==> src/smt_pkg.sv <==
// constants and types shared by the sixteen-bit multimode timer channel
// assumes a single 10 MHz clock and a synchronous active-high reset
package smt_pkg;
   // counter geometry
   localparam int          CNT_W       = 16;
   localparam logic [15:0] CNT_MAX     = 16'hFFFF;
   localparam logic [15:0] CNT_ZERO    = 16'h0000;
   localparam logic [15:0] CNT_ONE     = 16'h0001;
   localparam logic [15:0] CNT_RST     = 16'h0000;
   // mode field codes, two low bits of the mode register
   localparam logic [1:0]  MODE_TIMER  = 2'h0;
   localparam logic [1:0]  MODE_EVENT  = 2'h1;
   localparam logic [1:0]  MODE_ONESHOT = 2'h2;
   // count source select codes
   localparam logic [1:0]  CSRC_DIV1   = 2'h0;
   localparam logic [1:0]  CSRC_DIV8   = 2'h1;
   localparam logic [1:0]  CSRC_DIV32  = 2'h2;
   localparam logic [1:0]  CSRC_SUB32  = 2'h3;
   // event source and one-shot trigger select codes
   localparam logic [1:0]  ESRC_SECOND = 2'h0;
   localparam logic [1:0]  ESRC_LOW    = 2'h1;
   localparam logic [1:0]  ESRC_HIGH   = 2'h2;
   localparam logic [1:0]  TRIG_SW     = 2'h0;
   // prescaler divide counts
   localparam int          DIV8_CNT    = 8;
   localparam int          DIV32_CNT   = 32;
   localparam int          PRE_W       = 5;
   // decoded operating mode
   typedef enum logic [1:0] {SMT_TIMER, SMT_EVENT, SMT_ONESHOT, SMT_IDLE} smt_mode_e;
endpackage

==> src/smt_evt_select.sv <==
// event source and one-shot trigger selection for one timer channel
// assumes neighbouring overflows arrive as one-cycle strobes on mclk_i
`timescale 1ns/1ps
`default_nettype none
module smt_evt_select (
   // clock and reset
   input  wire logic       mclk_i,
   input  wire logic       srst_i,
   // selections
   input  wire logic [1:0] evt_src_sel_i,
   input  wire logic [1:0] trig_sel_i,
   input  wire logic       oneshot_start_i,
   // overflow strobes from other timers
   input  wire logic       second_group_timer_overflow_i,
   input  wire logic       neighbour_timer_low_i,
   input  wire logic       neighbour_timer_high_i,
   // selected strobes
   output logic            evt_o,
   output logic            trig_o
);
   logic src_w;  // selected overflow strobe
   logic trg_w;  // selected trigger strobe

   assign src_w = (evt_src_sel_i == smt_pkg::ESRC_SECOND) ? second_group_timer_overflow_i :
                  (evt_src_sel_i == smt_pkg::ESRC_LOW)    ? neighbour_timer_low_i :
                  (evt_src_sel_i == smt_pkg::ESRC_HIGH)   ? neighbour_timer_high_i :
                  1'b0;
   // trigger is the software flag or one of the overflow strobes
   assign trg_w = (trig_sel_i == smt_pkg::TRIG_SW) ? oneshot_start_i :
                  (trig_sel_i == smt_pkg::ESRC_LOW) ? neighbour_timer_low_i :
                  (trig_sel_i == smt_pkg::ESRC_HIGH) ? neighbour_timer_high_i :
                  second_group_timer_overflow_i;

   // registered strobes
   always_ff @(posedge mclk_i) begin
      if (srst_i) begin
         evt_o  <= 1'b0;
         trig_o <= 1'b0;
      end else begin
         evt_o  <= src_w;
         trig_o <= trg_w;
      end
   end
endmodule
`default_nettype wire

==> src/smt_prescaler.sv <==
// prescaler: derives the internal count source ticks from the system clock
// assumes the sub-clock tap arrives as a one-cycle strobe synchronous to mclk_i
`timescale 1ns/1ps
`default_nettype none
module smt_prescaler (
   // clock and reset
   input  wire logic       mclk_i,
   input  wire logic       srst_i,
   // source selection
   input  wire logic [1:0] clk_sel_i,
   input  wire logic       subclock_div32_tap_i,
   // selected tick
   output logic            tick_o
);
   logic [smt_pkg::PRE_W-1:0] pre_r;   // free-running divider
   logic                      div8_w;  // every eighth clock
   logic                      div32_w; // every thirty-second clock
   logic                      sel_w;   // chosen source

   // a shared free divider keeps the divide-by-8 and divide-by-32 taps phase-aligned
   assign div8_w  = (pre_r[2:0] == 3'(smt_pkg::DIV8_CNT - 1));
   assign div32_w = (pre_r == smt_pkg::PRE_W'(smt_pkg::DIV32_CNT - 1));
   assign sel_w   = (clk_sel_i == smt_pkg::CSRC_DIV1)  ? 1'b1 :
                    (clk_sel_i == smt_pkg::CSRC_DIV8)  ? div8_w :
                    (clk_sel_i == smt_pkg::CSRC_DIV32) ? div32_w :
                    subclock_div32_tap_i;

   // divider and registered tick
   always_ff @(posedge mclk_i) begin
      if (srst_i) begin
         pre_r  <= '0;
         tick_o <= 1'b0;
      end else begin
         pre_r  <= pre_r + smt_pkg::PRE_W'(1);
         tick_o <= sel_w;
      end
   end
endmodule
`default_nettype wire

==> src/smt_timer.sv <==
// one sixteen-bit multimode timer channel: interval, event counter, one-shot
// assumes control bits are held by software registers outside, write and
// trigger strobes are one mclk_i cycle wide, and all inputs are synchronous
`timescale 1ns/1ps
`default_nettype none
module smt_timer #(
   parameter int CNT_W = smt_pkg::CNT_W      // counter width
) (
   // clock and reset
   input  wire logic             mclk_i,
   input  wire logic             srst_i,
   // mode and source configuration
   input  wire logic [1:0]       mode_i,
   input  wire logic [1:0]       clk_sel_i,
   input  wire logic [1:0]       evt_src_sel_i,
   input  wire logic [1:0]       trig_sel_i,
   input  wire logic             free_run_i,
   input  wire logic             pulse_out_en_i,
   input  wire logic             dir_pin_sel_i,
   input  wire logic             up_flag_i,
   // control flags
   input  wire logic             run_i,
   input  wire logic             oneshot_start_i,
   // count register access
   input  wire logic             count_wr_i,
   input  wire logic [CNT_W-1:0] count_wdata_i,
   output logic      [CNT_W-1:0] count_rdata_o,
   // count sources
   input  wire logic             subclock_div32_tap_i,
   input  wire logic             second_group_timer_overflow_i,
   input  wire logic             neighbour_timer_low_i,
   input  wire logic             neighbour_timer_high_i,
   // channel pin, split into its three signals
   input  wire logic             channel_pulse_pin_i,
   output logic                  channel_pulse_pin_o,
   output logic                  channel_pulse_pin_oe_o,
   input  wire logic             gpio_out_i,
   input  wire logic             gpio_oe_i,
   // interrupt request
   output logic                  irq_o
);
   smt_pkg::smt_mode_e mode_w;      // decoded mode

   logic [CNT_W-1:0] cnt_r;         // live counter
   logic [CNT_W-1:0] cnt_nxt;
   logic [CNT_W-1:0] rld_r;         // reload register
   logic             active_r;      // one-shot in progress
   logic             active_nxt;
   logic             tog_r;         // pulse output level
   logic             tick_w;        // internal source tick
   logic             evt_w;         // event source strobe
   logic             trig_w;        // one-shot trigger strobe
   logic             up_w;          // event direction is up
   logic             running_w;     // counter considered running
   logic             at_max_w;
   logic             at_zero_w;
   logic             tmr_uf_w;      // interval underflow
   logic             evt_wrap_w;    // event over/underflow
   logic             os_end_w;      // one-shot reaches zero
   logic             os_trig_w;     // accepted one-shot trigger
   logic             irq_w;
   logic             pin_dir_in_w;  // pin used as direction input
   logic             pin_nxt;
   logic             oe_nxt;

   // internal prescaled count source
   smt_prescaler u_pre (
      .mclk_i               (mclk_i),
      .srst_i               (srst_i),
      .clk_sel_i            (clk_sel_i),
      .subclock_div32_tap_i (subclock_div32_tap_i),
      .tick_o               (tick_w)
   );

   // event source and trigger selection
   smt_evt_select u_sel (
      .mclk_i                        (mclk_i),
      .srst_i                        (srst_i),
      .evt_src_sel_i                 (evt_src_sel_i),
      .trig_sel_i                    (trig_sel_i),
      .oneshot_start_i               (oneshot_start_i),
      .second_group_timer_overflow_i (second_group_timer_overflow_i),
      .neighbour_timer_low_i         (neighbour_timer_low_i),
      .neighbour_timer_high_i        (neighbour_timer_high_i),
      .evt_o                         (evt_w),
      .trig_o                        (trig_w)
   );

   // mode decode from the two low mode bits
   assign mode_w = (mode_i == smt_pkg::MODE_TIMER)   ? smt_pkg::SMT_TIMER :
                   (mode_i == smt_pkg::MODE_EVENT)   ? smt_pkg::SMT_EVENT :
                   (mode_i == smt_pkg::MODE_ONESHOT) ? smt_pkg::SMT_ONESHOT :
                   smt_pkg::SMT_IDLE;   // unsupported mode parks the counter

   // direction: the pin only steers it when chosen as direction input
   assign pin_dir_in_w = (mode_w == smt_pkg::SMT_EVENT) && dir_pin_sel_i;
   assign up_w         = pin_dir_in_w ? channel_pulse_pin_i : up_flag_i;

   // one-shot runs only while armed; other modes follow the run flag
   assign running_w = (mode_w == smt_pkg::SMT_ONESHOT) ? active_r : run_i;

   assign at_max_w   = (cnt_r == smt_pkg::CNT_MAX);
   assign at_zero_w  = (cnt_r == smt_pkg::CNT_ZERO);
   assign tmr_uf_w   = (mode_w == smt_pkg::SMT_TIMER) && run_i && tick_w && at_zero_w;
   assign evt_wrap_w = (mode_w == smt_pkg::SMT_EVENT) && run_i && evt_w &&
                       (up_w ? at_max_w : at_zero_w);
   // n of zero ends after one tick rather than waiting a full wrap
   assign os_end_w   = (mode_w == smt_pkg::SMT_ONESHOT) && active_r && run_i && tick_w &&
                       (cnt_r <= smt_pkg::CNT_ONE);
   // trigger is accepted only with the run flag set
   assign os_trig_w  = (mode_w == smt_pkg::SMT_ONESHOT) && run_i && trig_w;
   assign irq_w      = tmr_uf_w || evt_wrap_w || os_end_w;

   // counter next value; a write never races a count in the same cycle
   always_comb begin
      cnt_nxt    = cnt_r;
      active_nxt = active_r;
      if (count_wr_i && !running_w) begin
         cnt_nxt = count_wdata_i;
      end else begin
         case (mode_w)
            smt_pkg::SMT_TIMER: begin
               if (run_i && tick_w) begin
                  // underflow reload continues counting
                  cnt_nxt = at_zero_w ? rld_r : cnt_r - CNT_W'(1);
               end
            end
            smt_pkg::SMT_EVENT: begin
               if (run_i && evt_w) begin
                  if (evt_wrap_w && !free_run_i) begin
                     cnt_nxt = rld_r;
                  end else if (up_w) begin
                     cnt_nxt = cnt_r + CNT_W'(1);
                  end else begin
                     cnt_nxt = cnt_r - CNT_W'(1);
                  end
               end
            end
            smt_pkg::SMT_ONESHOT: begin
               if (!run_i) begin
                  active_nxt = 1'b0;
               end else if (os_trig_w) begin
                  cnt_nxt    = rld_r;
                  active_nxt = 1'b1;
               end else if (os_end_w) begin
                  cnt_nxt    = rld_r;
                  active_nxt = 1'b0;
               end else if (active_r && tick_w) begin
                  cnt_nxt = cnt_r - CNT_W'(1);
               end
            end
            default: begin
               active_nxt = 1'b0;
            end
         endcase
      end
   end

   // counter, reload register and one-shot state
   always_ff @(posedge mclk_i) begin
      if (srst_i) begin
         cnt_r    <= smt_pkg::CNT_RST;
         rld_r    <= smt_pkg::CNT_RST;
         active_r <= 1'b0;
      end else begin
         cnt_r    <= cnt_nxt;
         active_r <= active_nxt;
         if (count_wr_i) begin
            rld_r <= count_wdata_i;          // running writes land here only
         end
      end
   end

   // pulse output level toggles on every counter wrap
   always_ff @(posedge mclk_i) begin
      if (srst_i) begin
         tog_r <= 1'b0;
      end else if (tmr_uf_w || evt_wrap_w) begin
         tog_r <= ~tog_r;
      end
   end

   // pin drive: pulse output, direction input, or general-purpose port
   always_comb begin
      pin_nxt = gpio_out_i;
      oe_nxt  = gpio_oe_i;
      if (pin_dir_in_w) begin
         pin_nxt = 1'b0;
         oe_nxt  = 1'b0;
      end else if (pulse_out_en_i && (mode_w == smt_pkg::SMT_ONESHOT)) begin
         pin_nxt = active_nxt;       // high while the one-shot runs
         oe_nxt  = 1'b1;
      end else if (pulse_out_en_i && (mode_w != smt_pkg::SMT_IDLE)) begin
         // toggled value shown alongside the wrap that caused it
         pin_nxt = (tmr_uf_w || evt_wrap_w) ? ~tog_r : tog_r;
         oe_nxt  = 1'b1;
      end
   end

   // registered outputs
   always_ff @(posedge mclk_i) begin
      if (srst_i) begin
         irq_o                  <= 1'b0;
         channel_pulse_pin_o    <= 1'b0;
         channel_pulse_pin_oe_o <= 1'b0;
      end else begin
         irq_o                  <= irq_w;
         channel_pulse_pin_o    <= pin_nxt;
         channel_pulse_pin_oe_o <= oe_nxt;
      end
   end

   // live count; contents are meaningless in one-shot mode
   assign count_rdata_o = cnt_r;
endmodule
`default_nettype wire

==> config.mk <==
export PLATFORM = sky130hd
export DESIGN_NAME = smt_timer
export DESIGN_NICKNAME = d
export VERILOG_FILES = /design/src/smt_pkg.sv /design/src/smt_evt_select.sv /design/src/smt_prescaler.sv /design/src/smt_timer.sv
export SDC_FILE = /design/constraint.sdc
export NUM_CORES = 1
export LEC_CHECK = 0
export BUFFER_PORTS_ARGS = -buffer_cell sky130_fd_sc_hd__buf_2
export CORE_MARGIN = 2
export CORE_UTILIZATION = 23
export CTS_CLUSTER_SIZE = 24
export DETAILED_ROUTE_END_ITERATION = 12
export GPL_ROUTABILITY_DRIVEN = 0
export MAX_ROUTING_LAYER = met4
export PLACE_DENSITY = 0.37
export REMOVE_ABC_BUFFERS = 1
export SLEW_MARGIN = 20
export SYNTH_ARGS = -nofsm -noshare
export SYNTH_HDL_FRONTEND = slang
export SYNTH_SLANG_ARGS = --single-unit
==> constraint.sdc <==
create_clock -name mclk_i -period 4.3 [get_ports mclk_i]
set_input_delay 0.86 -clock mclk_i [delete_from_list [all_inputs] [get_ports mclk_i]]
set_output_delay 0.86 -clock mclk_i [all_outputs]
set_load 0.03 [all_outputs]
* Yosys cells after proc, flatten, opt, wreduce, memory -nomap -nowiden
Index checks and enable logic that the tools add are counted.
** Operators by class
- Multiplexer cells :: 36
- Eq/ne operators :: 18
- Add/subtract/negate cells :: 3
- Reductions and logical operators :: 34
- $lt $le $gt $ge :: 1
- Bitwise logic cells :: 1
** Operators by type and width (number)
- $mux W16 :: 10
- $pmux W16 S3 :: 1
- $mux W1 :: 22
- $logic_and A1 B1 Y1 :: 20
- $add A16 B1 Y16 const B :: 1
- $eq A16 B16 Y1 const B :: 1
- $le A16 B1 Y1 const B :: 1
- $logic_not A16 Y1 :: 1
- $sub A16 B1 Y16 const B :: 1
- $eq A2 B1 Y1 const B :: 5
- $eq A2 B2 Y1 const B :: 5
- $logic_not A2 Y1 :: 5
- $ne A3 B1 Y1 const B :: 2
- $add A5 B1 Y5 const B :: 1
- $eq A5 B5 Y1 const B :: 1
- $ne A5 B3 Y1 const B :: 1
- $reduce_and A5 Y1 :: 1
- $mux W2 :: 2
- $reduce_bool A4 Y1 :: 1
- $reduce_or A2 Y1 :: 2
- $eq A3 B3 Y1 const B :: 1
- $ne A3 B2 Y1 const B :: 1
- $logic_not A1 Y1 :: 2
- $logic_or A1 B1 Y1 :: 2
- other kinds (3) :: 3
** Word-level totals
- Output and inout port bits :: 19
- Register bits after elaboration :: 45
- Input bits :: 40
- Word-level logic and storage cells :: 104

* Logic depth before layout (Yosys ltp)
- Depth after elaboration :: 15
- Gate-level depth with buffers :: 12
- Depth with buffers taken out :: 9

* Modules after synthesis
A second synthesis with hierarchy kept.
** Second synthesis, totals
- Cells, all modules :: 509
- Area, all modules :: 3851.2 um^2
** Modules (own cells, without submodules)
- smt_timer :: cells an instance 480, times used 1, seq. area each 740.7 um^2, area each 3495.9 um^2
- smt_prescaler :: cells an instance 21, times used 1, seq. area each 120.1 um^2, area each 250.2 um^2
- smt_evt_select :: cells an instance 8, times used 1, seq. area each 40.0 um^2, area each 105.1 um^2

* Least setup slack after synthesis
No wires, ideal clock.
- Path kind :: input to register
- Start point :: in mode_i[1]
- End point :: reg cnt_r[4], in the netlist count_rdata_o[4]
- Stages :: 12
- Path slack :: 1.318 ns
- Buffers on the path :: 3
- Arrival :: 2.878 ns
- Library setup time :: 0.103 ns
- Required time :: 4.197 ns
- Cell sequence :: inv_1 ha_1 buf_2 nand3_1 and2_0 clkbuf_1 nand4_2 a21o_1 buf_6 mux2i_1 o211a_1 a2111oi_2
** On the way
- Word-level cells in the longest chain between the ends :: 14
- Elaborated cells on any way between the ends :: 39
- Those cells by class :: 8 x eq/ne; 14 x mux; 17 x reduce/logical
** RTL lines
- from (decl) :: line smt_timer.sv:13 : input wire logic [1:0] mode_i,
- $eq A2 B2 Y1 :: line smt_timer.sv:92 : (mode_i == smt_pkg::MODE_ONESHOT) ? smt_pkg::SMT_ONESHOT :
- $mux W1 :: line smt_timer.sv:92
- $mux W2 :: line smt_timer.sv:91 : (mode_i == smt_pkg::MODE_EVENT) ? smt_pkg::SMT_EVENT :
- $mux W2 (*) :: line smt_timer.sv:90 : assign mode_w = (mode_i == smt_pkg::MODE_TIMER) ? smt_pkg::SMT_TIMER :
- $eq A2 B1 Y1 / $eq A2 B2 Y1 (equally long branches)
- $logic_and A1 B1 Y1 (on tied branches) :: line smt_timer.sv:96, smt_timer.sv:108
- $mux W1 / $logic_and A1 B1 Y1 (equally long branches) :: line smt_timer.sv:97, smt_timer.sv:108
- $mux W1 / $logic_and A1 B1 Y1 (equally long branches) :: line smt_timer.sv:106, smt_timer.sv:108
- $logic_and A1 B1 Y1 (on tied branches) :: line smt_timer.sv:105, smt_timer.sv:108
- $logic_and A1 B1 Y1 / $mux W16 (equally long branches) :: line smt_timer.sv:130, smt_timer.sv:145
- $mux W16 (on tied branches) :: line smt_timer.sv:130, smt_timer.sv:142
- $mux W16 (on tied branches) :: line smt_timer.sv:129, smt_timer.sv:140
- $pmux W16 S3 :: line smt_timer.sv:121 : case (mode_w)
- $mux W16 :: line smt_timer.sv:118 : if (count_wr_i && !running_w) begin
- to (signal assigned) :: line smt_timer.sv:162 : cnt_r <= smt_pkg::CNT_RST;
- to (signal assigned) :: line smt_timer.sv:166 : cnt_r <= cnt_nxt;
- to (decl) :: line smt_timer.sv:44 : logic [CNT_W-1:0] cnt_r;
Mark *: on every way between the ends. The rest lies on a longest branch, timed or not. The select of a mux whose other input is x is not followed.
A chain may end at the register's enable or synchronous reset.

* Worst setup path in the final report
- Start point :: in mode_i[1]
- End point :: reg cnt_r[7], in the netlist count_rdata_o[7]
Same word-level chain as after synthesis.

==> key figures <==
Timing
  – Final min period: 3.281 ns
  – Final period util: 0.7630
  – Final hold violations: 0
  – Worst hold slack: around 0.45 ns
  – Final setup viols: 0
  – Max-slew violations: 0
  – Max frequency: 304.8 MHz
  – Worst slew pin tran: approximately 0.85 ns
  – Clk_skew: slightly above 0.008 ns
  – Worst slew margin relative to its limit: 0.4310
  – RSZ-0062 raised after global routing: no
  – Setup TNS Final: 0 ns

Drt
  – Initial DRT Pass Iterations: 5
  – Routed len/inst: between 15 and 20 µm
  – Vias per Instance: 5.198
  – DRT iter0 DRCs: about 230
  – Remaining antenna violation count: 0
  – Post-route DRC: 0
  – Vias post-DR: 3805
  – Wirelength, routed: about 14000 µm

Placed design
  – # port buffers: 58
  – Placed instance area: about 0.0042 mm²
  – Post-Place Cells: around 720
  – DP HPWL: slightly below 10000 µm

Worst setup path
  – Worst path depth: 11
  – Critical Path End: count_rdata_o[7]
  – Flop2flop setup slack: around 1.2 ns
  – Worst path slowest cell: a21o_1
  – Critical Path End Type: flip-flop
  – Reg2Reg Capture Point: count_rdata_o[14]
  – Critical Path Start Type: input pin
  – Crit path DAT: around 3.5 ns
  – Critical path required time: 4.51 ns
  – Critical Path Fanout Max: 13
  – Crit Path Class: input pin to flip-flop
  – Crit-path leading delay family: compound AO/OA/AOI/OAI gates
  – Crit Reg-Reg Startpoint: count_rdata_o[4]
  – R2R cell count: 7
  – Worst path max stage delay: between 0.4 and 0.5 ns
  – Crit path from: mode_i[1]
  – Worst path cell trace: buf_2 -> inv_1 -> ha_1 -> buf_4 -> a21bo_2 -> a21oi_1 -> nand4_1 -> a21o_1 -> mux2i_1 -> o211a_1 -> a2111oi_2
  – Buffers & Inverters on Critical Path: 3

Synthesis
  – Sequential fraction of the synthesis area: 0.2392
  – Post-synth ARST share: 0
  – Warnings, synthesis: 0
  – Synth Flop Type: dfxtp_1
  – Distinct cells, synth: 66
  – FF+latch count, synth: between 40 and 50
  – Syn_area_per_cell: between 7 and 8 µm²
  – Post-synthesis cell count: 481
  – Mapped cell area: about 0.0038 mm²
  – Post-synth EDFFs: 0

CTS
  – CTS root buf: clkbuf_16
  – CTS buffer count: 5
  – Clk buf depth: 2
  – Worst-path clk slew: 0.07 ns
  – Clk_lat worst skew: 0.31 ns
  – Clock sinks: 45
  – CTS tree: built
  – CTS H-tree lvls: 2
  – Post_cts resized: 0
  – CTS hold repair buffers: 0
  – Post-CTS setup repair buffer count: 0

Floorplanning
  – Die Width: around 130 µm
  – I/O Pins: about 60
  – Core area: between 0.015 and 0.02 mm²
  – Initial Util: 0.2362
  – Die H: 132.0 µm
  – # rows: 46
  – Die area: between 0.015 and 0.02 mm²

Global routing
  – Initial antenna violation count: 0
  – Gr ovfl total: 0
  – Vias in the first global route: between 3k and 4k
  – GR Util All Layers: 0.1620
  – Largest net degree at the start of global routing: 28
  – Wire length of the first global-routing pass: 21420 µm

Cells and area
  – Commonest cells after routing, fill and taps aside: 62 x nor2_1, 58 x buf_2, 45 x dfxtp_1, 34 x a21oi_1, 34 x mux2i_1
  – Post-layout net count: approximately 570
  – N_diodes: 0
  – Layout cells sized above 1: 0.1899
  – Register area: about 900 µm²
  – Commonest non-fill, non-tap cell in the layout: nor2_1
  – Final instance area: 0.004382 mm²
  – Finished Core Util: 0.2748
  – # fillers: about 1.8k
  – Synthesis-to-finish area growth: 16.35%
  – Area of the multi-input gates: 0.002606 mm²
  – Non-filler cells, final: 732

Pwr
  – Maximum vdd drop: between 150 and 200 µV
  – P per Cell Area: 371.1 mW/mm²
  – Lkg Pwr: ~1.8 nW

Worst hold path
  – Hold Crit Class: flip-flop to flip-flop

Outcome
  – Outcome: finished, final reports clean

Flow run
  – Number of max-cap violations: 0
-- Yosys cell counts (12+ instances only) --
| master | n | area (µm²) |
|---|---|---|
| nor2_1 | 62 | 232.7 |
| dfxtp_1 | 45 | 900.9 |
| a21oi_1 | 34 | 170.2 |
| mux2i_1 | 34 | 340.3 |
| nand2_1 | 31 | 116.4 |
| clkbuf_1 | 28 | 105.1 |
| xnor2_1 | 16 | 140.1 |
| inv_1 | 14 | 52.55 |
| nor3_1 | 14 | 70.07 |
| o21ai_0 | 14 | 70.07 |
| xor2_1 | 13 | 113.9 |
| nand3_1 | 12 | 60.06 |
-- worst min-delay path by stage --
stage,slack [ns],start,to,cells past startpoint
2_1_floorplan,0.42,u_pre.pre_r[0],u_pre.pre_r[0],1
3_3_place_gp,0.44,u_pre.pre_r[0],u_pre.pre_r[0],1
3_5_place_dp,0.44,u_pre.pre_r[0],u_pre.pre_r[0],1
4_1_cts,0.45,u_pre.pre_r[0],u_pre.pre_r[0],1
5_1_grt,0.49,u_pre.pre_r[0],u_pre.pre_r[0],1
6_report,0.45,u_pre.pre_r[0],u_pre.pre_r[0],1
-- report_power, final --
part / switching [W] / leakage, nW / internal (W)
clock: 0.000187 / 0.0800 / 0.000276
combinational: 0.000393 / 1.39 / 0.000259
sequential: 0.0000628 / 0.370 / 0.000449
-- area by class of cell --
| cell class | count | share of cell area |
|---|---|---|
| Sequential cell | 45 | 0.2056 |
| Clock inverter | 3 | 0.01057 |
| Inverter | 14 | 0.01199 |
| Tap cell | 216 | 0.06168 |
| Clock buffer | 5 | 0.02856 |
| Multi-Input combinational cell | 379 | 0.5948 |
| Timing Repair Buffer | 70 | 0.08681 |
-- through the flow --
| step | power [W] | worst slack (ns) |
|---|---|---|
| after floorplan | 0.0009689 | 0.8978 |
| after global placement | 0.001167 | 0.8240 |
| after detailed placement | 0.001170 | 0.7138 |
| after CTS | 0.001645 | 1.034 |
| after global routing | 0.001730 | 0.8290 |
| final | 0.001626 | 1.019 |
-- per-layer routing --
metal	up-vias	global-route usage	part of all wire
met2	125	0.2564	0.46
met3	18	0.02461	0.052
met4	0	0.05314	0.017
met1	1810	0.2113	0.47
li1	1852	-	-
met5	-	-	0
-- logic make-up (layout without fill, tap and decap cells) --
logic type / count (synthesis) / count (layout) / share of synthesized area
xor gates and xnor gates: 29 / 29 / 0.06744
AOI/OAI and AO/OA: 134 / 134 / 0.2555
muxes: 40 / 40 / 0.1123
DFF: 45 / 45 / 0.2392
buffers and inverters: 57 / 92 / 0.06877
adders and majority gates: 11 / 11 / 0.03654
and+or+nand+nor: 165 / 165 / 0.2203
Note: power is estimated with default switching activity, not from simulation.
